### src/inc/pdp_pkg.sv
package pdp_pkg;

  // ----------------------------------------------------------------
  // command register offsets and layout
  // ----------------------------------------------------------------
  localparam logic [7:0] PDP_REG_DISCONNECT_ENABLE = 8'h13;
  localparam logic [7:0] PDP_REG_DETECT_CLASS_ENABLE = 8'h14;
  localparam logic [7:0] PDP_REG_SHUTDOWN_PRIORITY_CUT_DISABLE = 8'h15;
  localparam logic [7:0] PDP_DISCONNECT_ENABLE_RST = 8'h0f;
  localparam logic [7:0] PDP_DETECT_CLASS_ENABLE_RST = 8'h00;
  localparam logic [7:0] PDP_SHUTDOWN_PRIORITY_CUT_DISABLE_RST = 8'h00;
  localparam int PDP_LOW_LSB = 0;   // supervise, detect enable, cut disable
  localparam int PDP_HIGH_LSB = 4;  // class enable, shutdown priority
  localparam int PDP_CHANNELS = 4;

  // ----------------------------------------------------------------
  // timing
  // ----------------------------------------------------------------
  localparam int PDP_CLK_HZ = 40_000_000;
  localparam int PDP_ABOVE_HOLD_MS = 3;
  localparam int PDP_ABOVE_HOLD_CYC = (PDP_ABOVE_HOLD_MS * PDP_CLK_HZ + 999) / 1000;
  localparam int PDP_DISCONNECT_MS = 300;
  localparam int PDP_DISCONNECT_CYC = (PDP_DISCONNECT_MS * PDP_CLK_HZ) / 1000;
  localparam int PDP_OVERLOAD_MS = 60;
  localparam int PDP_OVERLOAD_CYC = (PDP_OVERLOAD_MS * PDP_CLK_HZ) / 1000;
  localparam int PDP_CNT_W = 25;
  localparam logic [3:0] PDP_HIGH_CLASS = 4'h5;  // classes at or above use the 4-pair high threshold
  localparam logic [1:0] PDP_THRESH_2PAIR = 2'h0;
  localparam logic [1:0] PDP_THRESH_4PAIR_LOW = 2'h1;
  localparam logic [1:0] PDP_THRESH_4PAIR_HIGH = 2'h2;

  // ----------------------------------------------------------------
  // types
  // ----------------------------------------------------------------
  typedef enum logic [1:0] {PDP_MODE_OFF, PDP_MODE_MANUAL, PDP_MODE_SEMIAUTO, PDP_MODE_AUTO} pdp_mode_e;
  typedef enum logic [1:0] {PDP_DC_IDLE, PDP_DC_DETECT, PDP_DC_CLASS} pdp_dc_state_e;

  typedef struct packed {
    logic valid;
    logic write;
    logic [7:0] addr;
    logic [7:0] wdata;
  } pdp_cmd_s;

  typedef struct packed {
    pdp_mode_e mode;
    logic powered;
    logic below_threshold;
    logic cooldown;
    logic detect_done;
    logic detect_valid;
    logic class_done;
    logic power_cut_fault;
    logic discovery_valid;
    logic allocation_ok;
    logic [3:0] assigned_class;
  } pdp_chan_s;

endpackage

### src/hw/pdp_ctrl.sv
// How it works
// RULE_01: low disconnect-enable bits switch supervision per channel, reset 1; upper bits plain.
// RULE_02: supervised channel below threshold runs the timer; expiry turns channel off.
// RULE_03: disconnect-timer turn-off sets that channel's disconnect fault flag.
// RULE_04: timer clears after 3 ms above threshold and never counts below zero.
// RULE_05: 4-pair single-signature port: either enable bit, expiry turns both channels off.
// RULE_06: power-on command re-powers a channel only if discovery valid and allocation enough.
// RULE_07: at turn-on the disconnect threshold comes from four-pair bits and assigned class.
// RULE_08: during cool-down, detect and class starts for that channel are held off.
// RULE_09: after cool-down, cycles restart by themselves when enable bits are still set.
// RULE_10: detect/class register: class enables bits 7-4, detect enables 3-0, reset 0.
// RULE_11: manual mode runs one cycle per set bit and clears the bit when it finishes.
// RULE_12: a turn-off command clears the channel's detect and class enable bits.
// RULE_13: semiauto repeats discovery while unpowered; class only after valid detection.
// RULE_14: in semiauto the restart command sets enable bits like a register write.
// RULE_15: 4-pair ports in semiauto/auto need all four enable bits before discovery.
// RULE_16: host should finish a port reset before enabling discovery in manual mode.
// RULE_17: with single-bit priority, priority bit 1 powers channel off on fast shutdown.
// RULE_18: each priority bit acts on its own channel, also inside a 4-pair port.
// RULE_19: cut-disable bit stops a 2-pair power-cut fault alone from turning channel off.
// RULE_20: with cut disabled the power-cut flag still rises after the overload time.
// RULE_21: any change of a cut-disable bit restarts that channel's overload timer.
// RULE_22: host keeps priority bits clear while multi-bit priority is selected.
// RULE_23: fast-shutdown turn-off clears status and enables but leaves cool-down alone.
`timescale 1ns/100ps
module pdp_ctrl import pdp_pkg::*; #(
  parameter int DISCONNECT_CYC = PDP_DISCONNECT_CYC,
  parameter int ABOVE_HOLD_CYC = PDP_ABOVE_HOLD_CYC,
  parameter int OVERLOAD_CYC = PDP_OVERLOAD_CYC
) (
  // clock and reset
  input wire logic clk,
  input wire logic reset,
  // command registers, one byte per access
  input wire pdp_cmd_s cmd,
  output logic [7:0] rd_data,
  // port configuration
  input wire logic [1:0] four_pair_wired_bits,
  input wire logic [1:0] single_signature,
  input wire logic multibit_priority_select,
  input wire logic fast_shutdown_input,
  // per-channel events from host commands
  input wire logic [3:0] power_on_command,
  input wire logic [3:0] power_off_command,
  input wire logic [3:0] restart_detect,
  input wire logic [3:0] restart_class,
  input wire logic [3:0] fault_clear,
  // per-channel status from the analog front end
  input wire pdp_chan_s [3:0] chan,
  // per-channel results
  output logic [3:0] channel_off,
  output logic [3:0] power_on_grant,
  output logic [3:0] detect_start,
  output logic [3:0] class_start,
  output logic [3:0] disconnect_fault_flag,
  output logic [3:0] power_cut_fault_flag,
  output logic [7:0] disconnect_threshold_bits
);

  // ----------------------------------------------------------------
  // helpers
  // ----------------------------------------------------------------
  function automatic logic is_write(pdp_cmd_s c, logic [7:0] a);
    return c.valid && c.write && (c.addr == a);
  endfunction

  function automatic logic [1:0] threshold_code(logic fp, logic [3:0] cls);
    if (!fp) begin
      return PDP_THRESH_2PAIR;
    end
    return (cls >= PDP_HIGH_CLASS) ? PDP_THRESH_4PAIR_HIGH : PDP_THRESH_4PAIR_LOW;
  endfunction

  function automatic int partner(int i);
    return i ^ 1;
  endfunction

  // ----------------------------------------------------------------
  // registers and state
  // ----------------------------------------------------------------
  logic [7:0] disc_en_q;
  logic [7:0] dce_q;
  logic [7:0] dce_d;
  logic [7:0] prio_cut_q;
  logic [3:0] cut_last_q;
  logic [3:0] powered_last_q;
  logic [1:0] oss_sync_q;
  logic [3:0] clr_det;
  logic [3:0] clr_cls;
  logic [3:0] disc_exp;
  logic [3:0] disc_off;
  logic [3:0] oss_off;
  logic [3:0] ovld_to;
  logic [3:0] cut_off;
  logic [3:0] supervise;
  logic [3:0] det_go;
  logic [3:0] cls_go;
  logic oss_active;
  pdp_dc_state_e [3:0] dc_state_q;

  // ----------------------------------------------------------------
  // fast shutdown pin synchroniser
  // ----------------------------------------------------------------
  // two stages; only the second stage feeds logic
  always_ff @(posedge clk or posedge reset) begin
    if (reset) begin
      oss_sync_q <= 2'h0;
    end else begin
      oss_sync_q <= {oss_sync_q[0], fast_shutdown_input};
    end
  end

  // multi-bit priority takes over shutdown; priority bits are then ignored here
  assign oss_active = oss_sync_q[1] && !multibit_priority_select; // see RULE_17 see RULE_22

  // ----------------------------------------------------------------
  // register writes and reads
  // ----------------------------------------------------------------
  // disconnect enable register
  always_ff @(posedge clk or posedge reset) begin
    if (reset) begin
      disc_en_q <= PDP_DISCONNECT_ENABLE_RST; // see RULE_01
    end else if (is_write(cmd, PDP_REG_DISCONNECT_ENABLE)) begin
      disc_en_q <= cmd.wdata; // see RULE_01
    end
  end

  // priority and cut-disable register
  always_ff @(posedge clk or posedge reset) begin
    if (reset) begin
      prio_cut_q <= PDP_SHUTDOWN_PRIORITY_CUT_DISABLE_RST;
      cut_last_q <= 4'h0;
    end else begin
      cut_last_q <= prio_cut_q[PDP_LOW_LSB +: 4];
      if (is_write(cmd, PDP_REG_SHUTDOWN_PRIORITY_CUT_DISABLE)) begin
        prio_cut_q <= cmd.wdata;
      end
    end
  end

  // detect/class enable: hardware clears, but a write or restart in the same cycle wins
  always_comb begin
    dce_d = dce_q & ~{clr_cls, clr_det};
    if (is_write(cmd, PDP_REG_DETECT_CLASS_ENABLE)) begin
      dce_d = cmd.wdata; // see RULE_10
    end
    for (int i = 0; i < PDP_CHANNELS; i++) begin
      if (chan[i].mode == PDP_MODE_SEMIAUTO) begin
        dce_d[PDP_HIGH_LSB + i] = dce_d[PDP_HIGH_LSB + i] | restart_class[i]; // see RULE_14
        dce_d[PDP_LOW_LSB + i] = dce_d[PDP_LOW_LSB + i] | restart_detect[i]; // see RULE_14
      end
    end
  end

  always_ff @(posedge clk or posedge reset) begin
    if (reset) begin
      dce_q <= PDP_DETECT_CLASS_ENABLE_RST; // see RULE_10
    end else begin
      dce_q <= dce_d;
    end
  end

  // read data is registered; unmapped offsets read zero
  always_ff @(posedge clk or posedge reset) begin
    if (reset) begin
      rd_data <= 8'h00;
    end else if (cmd.valid && !cmd.write) begin
      case (cmd.addr)
        PDP_REG_DISCONNECT_ENABLE: rd_data <= disc_en_q;
        PDP_REG_DETECT_CLASS_ENABLE: rd_data <= dce_q;
        PDP_REG_SHUTDOWN_PRIORITY_CUT_DISABLE: rd_data <= prio_cut_q;
        default: rd_data <= 8'h00;
      endcase
    end
  end

  // ----------------------------------------------------------------
  // per-channel supervision and shutdown
  // ----------------------------------------------------------------
  genvar g;
  generate
    for (g = 0; g < PDP_CHANNELS; g++) begin : gen_chan
      localparam int P = g / 2;
      logic single4;
      assign single4 = four_pair_wired_bits[P] && single_signature[P];

      // a single-signature 4-pair port is supervised if either channel asks
      assign supervise[g] = single4 ? (disc_en_q[PDP_LOW_LSB + g] | disc_en_q[PDP_LOW_LSB + partner(g)])
                                    : disc_en_q[PDP_LOW_LSB + g]; // see RULE_01 see RULE_05

      pdp_disc_timer #(
        .DISCONNECT_TIMER_CYC(DISCONNECT_CYC),
        .HOLD_CYC(ABOVE_HOLD_CYC)
      ) u_disc (
        .clk(clk),
        .reset(reset),
        .enable(supervise[g] && chan[g].powered), // see RULE_02
        .below(chan[g].below_threshold), // see RULE_04
        .clear(channel_off[g]),
        .expired(disc_exp[g])
      );

      // expiry on either channel of a single-signature port drops both
      assign disc_off[g] = disc_exp[g] | (single4 & disc_exp[partner(g)]); // see RULE_02 see RULE_05

      // each priority bit acts on its own channel only
      assign oss_off[g] = oss_active && prio_cut_q[PDP_HIGH_LSB + g] && chan[g].powered; // see RULE_17 see RULE_18

      pdp_ovld_timer #(
        .OVLD_CYC(OVERLOAD_CYC)
      ) u_ovld (
        .clk(clk),
        .reset(reset),
        .fault(chan[g].power_cut_fault && chan[g].powered),
        .restart(prio_cut_q[PDP_LOW_LSB + g] != cut_last_q[g]), // see RULE_21
        .timeout(ovld_to[g])
      );

      // cut disabled: the timeout still flags, but does not turn off
      assign cut_off[g] = ovld_to[g] && !prio_cut_q[PDP_LOW_LSB + g]; // see RULE_19
    end
  endgenerate

  // turn-off request: any cause, gated by the channel's power good
  always_ff @(posedge clk or posedge reset) begin
    if (reset) begin
      channel_off <= 4'h0;
    end else begin
      channel_off <= (disc_off | oss_off | cut_off) & {chan[3].powered, chan[2].powered,
                                                      chan[1].powered, chan[0].powered};
    end
  end

  // disconnect fault: set wins over host clear; shutdown clears it
  always_ff @(posedge clk or posedge reset) begin
    if (reset) begin
      disconnect_fault_flag <= 4'h0;
    end else begin
      disconnect_fault_flag <= (disconnect_fault_flag & ~(fault_clear | oss_off)) | disc_off; // see RULE_03 see RULE_23
    end
  end

  // power-cut fault flag raised after the overload time, disabled or not
  always_ff @(posedge clk or posedge reset) begin
    if (reset) begin
      power_cut_fault_flag <= 4'h0;
    end else begin
      power_cut_fault_flag <= (power_cut_fault_flag & ~(fault_clear | oss_off)) | ovld_to; // see RULE_20 see RULE_23
    end
  end

  // ----------------------------------------------------------------
  // power-on and threshold capture
  // ----------------------------------------------------------------
  // re-power only when discovery still holds and the allocation covers the class
  always_ff @(posedge clk or posedge reset) begin
    if (reset) begin
      power_on_grant <= 4'h0;
    end else begin
      for (int i = 0; i < PDP_CHANNELS; i++) begin
        power_on_grant[i] <= power_on_command[i] && !chan[i].powered &&
                             chan[i].discovery_valid && chan[i].allocation_ok; // see RULE_06
      end
    end
  end

  // threshold is latched on the rising edge of power good
  always_ff @(posedge clk or posedge reset) begin
    if (reset) begin
      powered_last_q <= 4'h0;
      disconnect_threshold_bits <= 8'h00;
    end else begin
      for (int i = 0; i < PDP_CHANNELS; i++) begin
        powered_last_q[i] <= chan[i].powered;
        if (chan[i].powered && !powered_last_q[i]) begin
          disconnect_threshold_bits[2*i +: 2] <= threshold_code(four_pair_wired_bits[i/2],
                                                                chan[i].assigned_class); // see RULE_07
        end else if (oss_off[i]) begin
          disconnect_threshold_bits[2*i +: 2] <= PDP_THRESH_2PAIR; // see RULE_23
        end
      end
    end
  end

  // ----------------------------------------------------------------
  // discovery sequencing
  // ----------------------------------------------------------------
  // start conditions; 4-pair ports in semiauto or auto need all four bits
  always_comb begin
    det_go = 4'h0;
    cls_go = 4'h0;
    for (int i = 0; i < PDP_CHANNELS; i++) begin
      if (chan[i].mode == PDP_MODE_MANUAL) begin
        det_go[i] = dce_q[PDP_LOW_LSB + i];
        cls_go[i] = dce_q[PDP_HIGH_LSB + i];
      end else if (chan[i].mode != PDP_MODE_OFF) begin
        if (four_pair_wired_bits[i/2]) begin
          det_go[i] = &{dce_q[PDP_LOW_LSB + i], dce_q[PDP_LOW_LSB + partner(i)],
                        dce_q[PDP_HIGH_LSB + i], dce_q[PDP_HIGH_LSB + partner(i)]}; // see RULE_15
        end else begin
          det_go[i] = dce_q[PDP_LOW_LSB + i]; // see RULE_13
        end
        cls_go[i] = det_go[i] && dce_q[PDP_HIGH_LSB + i];
      end
    end
  end

  // hardware clears of enable bits
  always_comb begin
    clr_det = power_off_command | oss_off; // see RULE_12 see RULE_23
    clr_cls = power_off_command | oss_off; // see RULE_12 see RULE_23
    for (int i = 0; i < PDP_CHANNELS; i++) begin
      if (chan[i].mode == PDP_MODE_MANUAL) begin
        if (dc_state_q[i] == PDP_DC_DETECT && chan[i].detect_done) begin
          clr_det[i] = 1'b1; // see RULE_11
        end
        if (dc_state_q[i] == PDP_DC_CLASS && chan[i].class_done) begin
          clr_cls[i] = 1'b1; // see RULE_11
        end
      end
    end
  end

  // per-channel sequencer; cool-down blocks starts, which resume on their own after it
  always_ff @(posedge clk or posedge reset) begin
    if (reset) begin
      dc_state_q <= '{default: PDP_DC_IDLE};
      detect_start <= 4'h0;
      class_start <= 4'h0;
    end else begin
      detect_start <= 4'h0;
      class_start <= 4'h0;
      for (int i = 0; i < PDP_CHANNELS; i++) begin
        case (dc_state_q[i])
          PDP_DC_IDLE: begin
            if (!chan[i].cooldown && !chan[i].powered && !oss_off[i] && !power_off_command[i]) begin // see RULE_08 see RULE_09
              if (det_go[i]) begin
                dc_state_q[i] <= PDP_DC_DETECT;
                detect_start[i] <= 1'b1;
              end else if (cls_go[i]) begin
                dc_state_q[i] <= PDP_DC_CLASS;
                class_start[i] <= 1'b1;
              end
            end
          end
          PDP_DC_DETECT: begin
            if (oss_off[i] || power_off_command[i]) begin
              dc_state_q[i] <= PDP_DC_IDLE;
            end else if (chan[i].detect_done) begin
              // class follows only a valid detection outside manual mode
              if (cls_go[i] && (chan[i].detect_valid || chan[i].mode == PDP_MODE_MANUAL)) begin // see RULE_13
                dc_state_q[i] <= PDP_DC_CLASS;
                class_start[i] <= 1'b1;
              end else begin
                dc_state_q[i] <= PDP_DC_IDLE;
              end
            end
          end
          PDP_DC_CLASS: begin
            if (chan[i].class_done || oss_off[i] || power_off_command[i]) begin
              dc_state_q[i] <= PDP_DC_IDLE;
            end
          end
          default: dc_state_q[i] <= PDP_DC_IDLE;
        endcase
      end
    end
  end

endmodule

### src/hw/pdp_disc_timer.sv
`timescale 1ns/100ps
module pdp_disc_timer import pdp_pkg::*; #(
  parameter int DISCONNECT_TIMER_CYC = PDP_DISCONNECT_CYC,
  parameter int HOLD_CYC = PDP_ABOVE_HOLD_CYC
) (
  // clock and reset
  input wire logic clk,
  input wire logic reset,
  // channel status
  input wire logic enable,
  input wire logic below,
  input wire logic clear,
  // expiry
  output logic expired
);
  logic [PDP_CNT_W-1:0] disconnect_timer_q;
  logic [PDP_CNT_W-1:0] above_q;

  // disconnect timer: counts up only, so it never goes below zero
  always_ff @(posedge clk or posedge reset) begin
    if (reset) begin
      disconnect_timer_q <= '0;
      expired <= 1'b0;
    end else begin
      expired <= 1'b0;
      if (clear || !enable) begin
        disconnect_timer_q <= '0;
      end else if (above_q == PDP_CNT_W'(HOLD_CYC - 1)) begin
        disconnect_timer_q <= '0;
      end else if (below) begin
        if (disconnect_timer_q == PDP_CNT_W'(DISCONNECT_TIMER_CYC - 1)) begin
          disconnect_timer_q <= '0;
          expired <= 1'b1;
        end else begin
          disconnect_timer_q <= disconnect_timer_q + 1'b1;
        end
      end
    end
  end

  // above-threshold run length; a short excursion keeps the elapsed time
  always_ff @(posedge clk or posedge reset) begin
    if (reset) begin
      above_q <= '0;
    end else if (clear || below) begin
      above_q <= '0;
    end else if (above_q != PDP_CNT_W'(HOLD_CYC - 1)) begin
      above_q <= above_q + 1'b1;
    end
  end
endmodule

### src/hw/pdp_ovld_timer.sv
`timescale 1ns/100ps
module pdp_ovld_timer import pdp_pkg::*; #(
  parameter int OVLD_CYC = PDP_OVERLOAD_CYC
) (
  // clock and reset
  input wire logic clk,
  input wire logic reset,
  // fault and restart
  input wire logic fault,
  input wire logic restart,
  // timeout
  output logic timeout
);
  logic [PDP_CNT_W-1:0] cnt_q;

  // overload timer runs while the fault persists, one timeout per episode
  always_ff @(posedge clk or posedge reset) begin
    if (reset) begin
      cnt_q <= '0;
      timeout <= 1'b0;
    end else begin
      timeout <= 1'b0;
      if (restart || !fault) begin
        cnt_q <= '0;
      end else if (cnt_q == PDP_CNT_W'(OVLD_CYC - 1)) begin
        timeout <= 1'b1;
        cnt_q <= PDP_CNT_W'(OVLD_CYC);
      end else if (cnt_q != PDP_CNT_W'(OVLD_CYC)) begin
        cnt_q <= cnt_q + 1'b1;
      end
    end
  end
endmodule

### config.mk
export PLATFORM = sky130hd
export DESIGN_NAME = pdp_ctrl
export DESIGN_NICKNAME = d
export VERILOG_FILES = /design/src/inc/pdp_pkg.sv /design/src/hw/pdp_ctrl.sv /design/src/hw/pdp_disc_timer.sv /design/src/hw/pdp_ovld_timer.sv
export SDC_FILE = /design/constraint.sdc
export NUM_CORES = 1
export LEC_CHECK = 0
export ABC_CLOCK_PERIOD_IN_PS = 17800
export BUFFER_PORTS_ARGS = -buffer_cell sky130_fd_sc_hd__buf_2
export CAP_MARGIN = 5
export CELL_PAD_IN_SITES_DETAIL_PLACEMENT = 1
export CELL_PAD_IN_SITES_GLOBAL_PLACEMENT = 1
export CORE_UTILIZATION = 48
export CTS_CLUSTER_SIZE = 30
export DETAILED_ROUTE_END_ITERATION = 10
export PLACE_DENSITY_LB_ADDON = 0.1
export SLEW_MARGIN = 20
export SYNTH_ARGS = -nofsm -noshare
export SYNTH_HDL_FRONTEND = slang
export SYNTH_SLANG_ARGS = --single-unit
### constraint.sdc
create_clock -name clk -period 17.8 [get_ports clk]
set_input_delay 5.34 -clock clk [delete_from_list [all_inputs] [get_ports clk]]
set_output_delay 5.34 -clock clk [all_outputs]
set_load 0.02 [all_outputs]
[Word level (Yosys, flattened, before mapping)]
Index checks and enable logic that the tools add are counted.
Word-level totals
  bits in registers: 390
  logic and storage cells: 524
  input port bits: 106
  output and inout bits: 40
Operators by class
  equal/unequal tests: 59
  $add $sub $neg: 12
  reduce and logical (&&, ||, !) cells: 164
  multiplexer cells: 214
  magnitude comparators: 4
  bitwise operators: 30
Operators by type and width (number)
  25-bit two-way mux: 36
  25-bit by 1-bit adder with 25-bit output (second input constant): 12
  25-bit == test (second input constant): 8
  1-bit two-way mux: 122
  25-bit by 17-bit == test with 1-bit output (second input constant): 4
  25-bit by 17-bit != test with 1-bit output (second input constant): 4
  25-bit != test (second input constant): 4
  2-bit two-way mux: 46
  1-bit logical AND: 72
  1-bit logical NOT: 34
  1-bit logical OR: 28
  8-bit by 5-bit == test with 1-bit output (second input constant): 3
  4-bit bitwise OR: 6
  2-bit case mux with 3 select lines: 4
  8-bit case mux with 3 select lines: 1
  4-bit AND reduction: 6
  2-bit nonzero test: 12
  3-bit nonzero test: 8
  2-bit by 1-bit == test with 1-bit output (second input constant): 8
  2-bit == test (second input constant): 8
  4-bit by 3-bit >= comparator with 1-bit output (second input constant): 4
  1-bit bitwise OR: 14
  4-bit bitwise AND: 3
  3-bit by 2-bit != test with 1-bit output (second input constant): 4
  11 further kinds: 32

[Logic depth before layout (Yosys ltp)]
  word-level depth: 12
  gate-level depth with buffers: 9

[By module]
From an unflattened synthesis, not the netlist that was laid out.
Unflattened totals
  cell total of the unflattened synthesis: 2202
  area, all modules: 20774.9 sq um
Modules (own cells, without submodules)
  pdp_disc_timer: sequential area each 1276.2 sq um, instances 4, area an instance 2766.4 sq um, cells each 303
  pdp_ovld_timer (gen_chan[0].u_ovld ...): sequential area each 650.6 sq um, instances 3, area an instance 1425.1 sq um, cells each 152
  pdp_ctrl: sequential area each 2057.0 sq um, instances 1, area an instance 4025.1 sq um, cells each 383
  pdp_ovld_timer (gen_chan[3].u_ovld): sequential area each 650.6 sq um, instances 1, area an instance 1408.9 sq um, cells each 151

[Worst setup path after synthesis]
OpenSTA, ideal clock, no wires.
  path type: input to register
  from: input cmd[13] in the netlist's numbering
  to: register dce_q[3]
  setup time: 0.126 ns
  arrival time: 7.023 ns
  cell stages on the path: 8
  setup slack: 10.651 ns
  cells stage by stage: nand2b_1 or4_4 nor3b_4 and4b_1 buf_4 buf_4 nor2_1 a221o_1
On the way
  longest elaborated chain between the ends: 5
Ends and longest elaborated chain
  from (decl): RTL line pdp_ctrl.sv:35  | input wire pdp_cmd_s cmd,
  8-bit by 5-bit == test with 1-bit output *: RTL line pdp_ctrl.sv:64  | return c.valid && c.write && (c.addr == a);
  1-bit logical AND *: RTL line pdp_ctrl.sv:64
  8-bit two-way mux *: RTL line pdp_ctrl.sv:144  | if (is_write(cmd, PDP_REG_DETECT_CLASS_ENABLE)) begin
  1-bit bitwise OR: RTL line pdp_ctrl.sv:150  | dce_d[PDP_LOW_LSB + i] = dce_d[PDP_LOW_LSB + i] | restart_detect[i];
  1-bit two-way mux *: RTL line pdp_ctrl.sv:148  | if (chan[i].mode == PDP_MODE_SEMIAUTO) begin
  via dce_d[3]: RTL line pdp_ctrl.sv:83  | logic [7:0] dce_d;
  to (signal assigned): RTL line pdp_ctrl.sv:157  | dce_q <= PDP_DETECT_CLASS_ENABLE_RST;
  to (signal assigned): RTL line pdp_ctrl.sv:159  | dce_q <= dce_d;
  to (decl): RTL line pdp_ctrl.sv:82  | logic [7:0] dce_q;
The timed path passes the listed nets; every way through them passes the cells marked *.
A chain may end at the register's enable or synchronous reset.

[Worst setup path in the final report]
  from: input cmd[13] in the netlist's numbering
  to: register dce_q[4]
On the way
  longest elaborated chain between the ends: 5
Ends and longest elaborated chain
  8-bit by 5-bit == test with 1-bit output *: RTL line pdp_ctrl.sv:64
  1-bit logical AND *: RTL line pdp_ctrl.sv:64
  8-bit two-way mux *: RTL line pdp_ctrl.sv:144
  1-bit bitwise OR: RTL line pdp_ctrl.sv:149  | dce_d[PDP_HIGH_LSB + i] = dce_d[PDP_HIGH_LSB + i] | restart_class[i];
  1-bit two-way mux *: RTL line pdp_ctrl.sv:148
  via dce_d[4]: RTL line pdp_ctrl.sv:83
Marked as above.

==> results.txt <==
Gates resized during post-CTS repair numbered 0. On the final layout, the worst clock skew is 0.0141 ns. The highest cell delay on the worst timing path came out at 0.80 ns. The via count of the first global-routing pass was 16,890. Post-synthesis xor/xnor area fraction: 11.0%. The tree is rooted in a sky130_fd_sc_hd__clkbuf_16.

Synthesis produced a netlist with a net count of 2,211. The tools report the die area as 0.0425 mm2. The run gives 53,600 um as the total wire length. For the I/O pin count, the log shows 146. After the first detailed-routing iteration, the DRC count stood at 866. The clock share of power is 48.1%. For this configuration, the core starts out at a cell density of 48.8%. The number of hold violations in the final report is 0.

The prevailing post-synth register cell is sky130_fd_sc_hd__dfrtp_1. In the synthesized netlist the async set-or-reset flop fraction comes to 100%. The buffers inserted during post-CTS setup optimization was 0. The arithmetic-cell share of the synthesized area counting full adders, half adders and majority gates was 1.50%.

The number of distinct library cells after synthesis was 82; the average vias per placed instance was 5.75. Global routing consumed, over all layers together, 26.0% of the routing resources. In the routed design, unresolved DRC markers number 32.

For the total iterations of the first detailed-routing run, the log shows 8. The min-delay analysis places its worst path in the category register to register. The run gives 0.828 as the weighted congestion at the end of routability-driven global placement. For the final cell count without fillers, the log shows 2,794.

The layout overhead on the synthesized area is 13.5%. The clock transition at the registers of the reported paths was 0.06 ns. For the total count of max-transition violations in the final report, the log shows 0. The sum of net half-perimeters after detailed placement is 37,300 um.

TritonCTS built the clock tree. The share of final-layout standard cells stronger than drive strength 1 was 13.7%. The cell family contributing the most delay on the critical path is simple AND/OR/NAND/NOR gates. The placed instances occupy a cell area of 0.0212 mm2. Once layout is complete, the utilization of the core stands at 55.4%. Type of origin of the critical path: an input pin. The clock network latency to the later pin of the worst-skew pair was 0.57 ns. The post-synth design cell area was 0.0200 mm2. The kind of end point of the critical path is a register.

The run gives 0 as the number of maximum-capacitance constraint violations. The floorplan has 74 rows. Of the post-synthesis cell area, the dominant cell type holds 48.3%. The flow ran to the end, but the final reports show violations. The design draws 1.92 mW. The final reports fail on design-rule violations.

In the post-synthesis netlist, the biggest area contributors are sky130_fd_sc_hd__dfrtp_1 (48%), sky130_fd_sc_hd__nor2_1 (6.4%), sky130_fd_sc_hd__xor2_1 (6.3%), sky130_fd_sc_hd__xnor2_1 (4.7%), sky130_fd_sc_hd__nand3_1 (3.2%). The tools report the fraction of power consumed by sequential logic as 47.2%. Launching instance or port of the critical path: cmd[13]. Combinational logic is responsible for 4.7% of the overall power. Of all nets on the critical path, the largest fanout is 16.

Based on the critical path, the design can be clocked at up to 138 MHz. For the count of vias placed by the detailed router, the log shows 16,054. Vertical extent of the die: 206 um. The total clock buffers created by CTS came out at 45.

The run gives 1.47 mW as the cell-internal power. The area fraction in and, or, nand and nor cells after synthesis works out to 27.8%. For the number of antenna-violating nets in the routed design, the log shows 0. The part of the cycle the worst path needs was 40.8%.

The tools report the global-route wire length before repair as 88,300 um. The overall die width is 206 um, and the worst-case vdd ir drop is 58.7 uV. The power per standard cell area was 84.6 mW/mm2. The largest family of logic cells by synthesized area is simple AND/OR/NAND/NOR gates. For the final routed database, the setup TNS stands at 0 ns. At the worst endpoint, the required time is 18.24 ns.

Clock net sink count: 390. Sorting the synthesized cells by how often they occur yields sky130_fd_sc_hd__dfrtp_1 (386), sky130_fd_sc_hd__nor2_1 (343), sky130_fd_sc_hd__nand2_1 (166). Counting I/O delays and the setup requirement, the final critical path takes 7.27 ns. The path type of the worst setup path is input pin to register. The post-synthesis compound-gate area fraction is 6.95%, and the pin count of the biggest net entering global routing is 171.

Data on the critical path arrives at its endpoint at 7.71 ns. Counting tap cells, the placed design contains a total of 2,701 instances. The run gives 3 as the deepest clock path buffer count.

In this run the critical register-to-register path is launched from gen_chan[3].u_disc.above_q[18]. After global routing the overflow that remains totals 0. The count of buffers added on input and output ports is 145. Traced cell by cell, the critical path runs through buf_2, nand2b_1, or4_4, nor3b_4, and4b_1, a311oi_1, a221o_1. Headroom to the max-slew limit came out at 36.4%. For the count of mapped cells out of synthesis, the log shows 2,081.

The slew at the pin with the worst max-slew slack came out at 0.954 ns. The number of flops mapped to enable cells by yosys was 0; the number of levels in the clock H-tree was 2. The worst hold path begins at oss_sync_q[0]. Sequential cells were found to cover 48.8% of the synthesized design area. The core box area is 0.0410 mm2, and the hold buffer count at cts is 0. The net count of the finished layout is 2,347. Highest-delay cell along the critical path: sky130_fd_sc_hd__and4b_1. For this design the static power due to leakage is 9.56 nW. After synthesis, the share of cell area in mux cells is 1.61%.

After detailed routing, the average wire length per cell comes to 19.2 um. Number of antenna violations at the first check in global routing: 18. Net switching is 23.5% of the power. The cell taking the most area after synthesis is sky130_fd_sc_hd__dfrtp_1. The combined buffer and inverter count along the critical path is 1.

In this run the power spent charging and discharging nets is 0.452 mW. Setup repair after global routing left no endpoint under its margin. For this run, the number of Yosys warnings is 0. Leading cell type by number of instances after synthesis: sky130_fd_sc_hd__dfrtp_1.

Dividing the synthesized area by the synthesized cell count gives 9.62 um2. The run gives 0 as the final count of negative-setup-slack endpoints. Counting flops and latches in the post-synthesis netlist gives 390. The cell area after layout came out at 0.0227 mm2.
==> flip-flops by register name, summed over array words and instances (netlist names), 8 cells and up <==
signal                              count
dc_state_q                              8
rd_data                                 8
gen_chan.u_disc.above_q               100
prio_cut_q                              8
dce_q                                   8
gen_chan.u_ovld.cnt_q                 100
disconnect_threshold_bits               8
disc_en_q                               8
gen_chan.u_disc.disconnect_timer_q    100
==> cells in the final DEF, fill, tap and decap left out, types with 25 or more instances in the layout <==
cell type                   instances
sky130_fd_sc_hd__a21oi_1           42
sky130_fd_sc_hd__and3_1            54
sky130_fd_sc_hd__buf_2            145
sky130_fd_sc_hd__clkbuf_16         47
sky130_fd_sc_hd__dfrtp_1          386
sky130_fd_sc_hd__inv_1             42
sky130_fd_sc_hd__mux2_2            25
sky130_fd_sc_hd__nand2_1          166
sky130_fd_sc_hd__nand3_1          126
sky130_fd_sc_hd__nand4_1           70
sky130_fd_sc_hd__nor2_1           343
sky130_fd_sc_hd__nor2b_1           29
sky130_fd_sc_hd__nor3_1            67
sky130_fd_sc_hd__nor4_1            31
sky130_fd_sc_hd__o21ai_0           53
sky130_fd_sc_hd__xnor2_1          108
sky130_fd_sc_hd__xor2_1           144
==> through the flow <==
| stage | setup slack, ns | hold WS [ns] |
|---|---|---|
| detailed placement | 9.58 | 0.354 |
| CTS | 10.20 | 0.363 |
| global route | 10.44 | 0.372 |
| finish | 10.53 | 0.357 |
| global placement | 9.61 | 0.352 |
| floorplan | 1.63 | 0.331 |
==> layout make-up <==
| cell class | count | area [um2] |
|---|---|---|
| fillers | 4718 | 18300 |
| multi-input cells | 1585 | 9800 |
| flip-flops and latches | 390 | 9760 |
| clock buffers | 72 | 1420 |
| repair buffers | 152 | 811 |
| well taps | 532 | 666 |
| inverters | 43 | 174 |
| clock inverters | 11 | 58.8 |
| diodes | 9 | 22.5 |
==> worst paths after layout <==
path                                                                   to  slack (ns)  depth (start not counted)
worst min-delay path                                        oss_sync_q[1]        0.36                          0
worst min register to register                              oss_sync_q[1]        0.36                          0
max in group asynchronous                   gen_chan[3].u_disc.above_q[1]       10.70                          5
min in group asynchronous                     gen_chan[3].u_ovld.cnt_q[9]        4.85                          2
worst max-delay path                                             dce_q[4]       10.53                          7
worst max register to register  gen_chan[3].u_disc.disconnect_timer_q[23]       14.90                          7
==> worst reg2reg max path, delay by kind of cell, from the launching register on <==
| family | cells | cell delay, ns |
|---|---|---|
| buffers and inverters | 1 | 0.36 |
| DFF | 1 | 0.43 |
| and+or+nand+nor | 6 | 1.94 |
==> metal layers <==
metal  GRT usage, %  vias to the layer above  wire [um]  share of wire [%]
met5              0                        -         84               0.16
li1               -                     7569          -                  -
met1           35.3                     8146      24600                 46
met4           7.25                       10       1240                2.3
met2           41.6                      242      25000                 47
met3           5.79                       87       2710                5.0
==> power by group through the flow <==
stage / combinational [mW] / clock (mW) / sequential [mW]
floorplan: 0.0506 / 0 / 0.923
global placement: 0.0881 / 0 / 0.923
detailed placement: 0.0907 / 0 / 0.924
CTS: 0.0915 / 0.947 / 0.908
global route: 0.101 / 0.978 / 0.909
finish: 0.0902 / 0.924 / 0.908
==> kinds of logic after synthesis <==
kind of cell | Yosys count
mux | 29
flops | 390
xor+xnor | 252
fa+ha+maj | 24
buf+inv | 106
simple gates | 1072
compound gates | 208
Note: power is estimated with default switching activity, not from simulation.
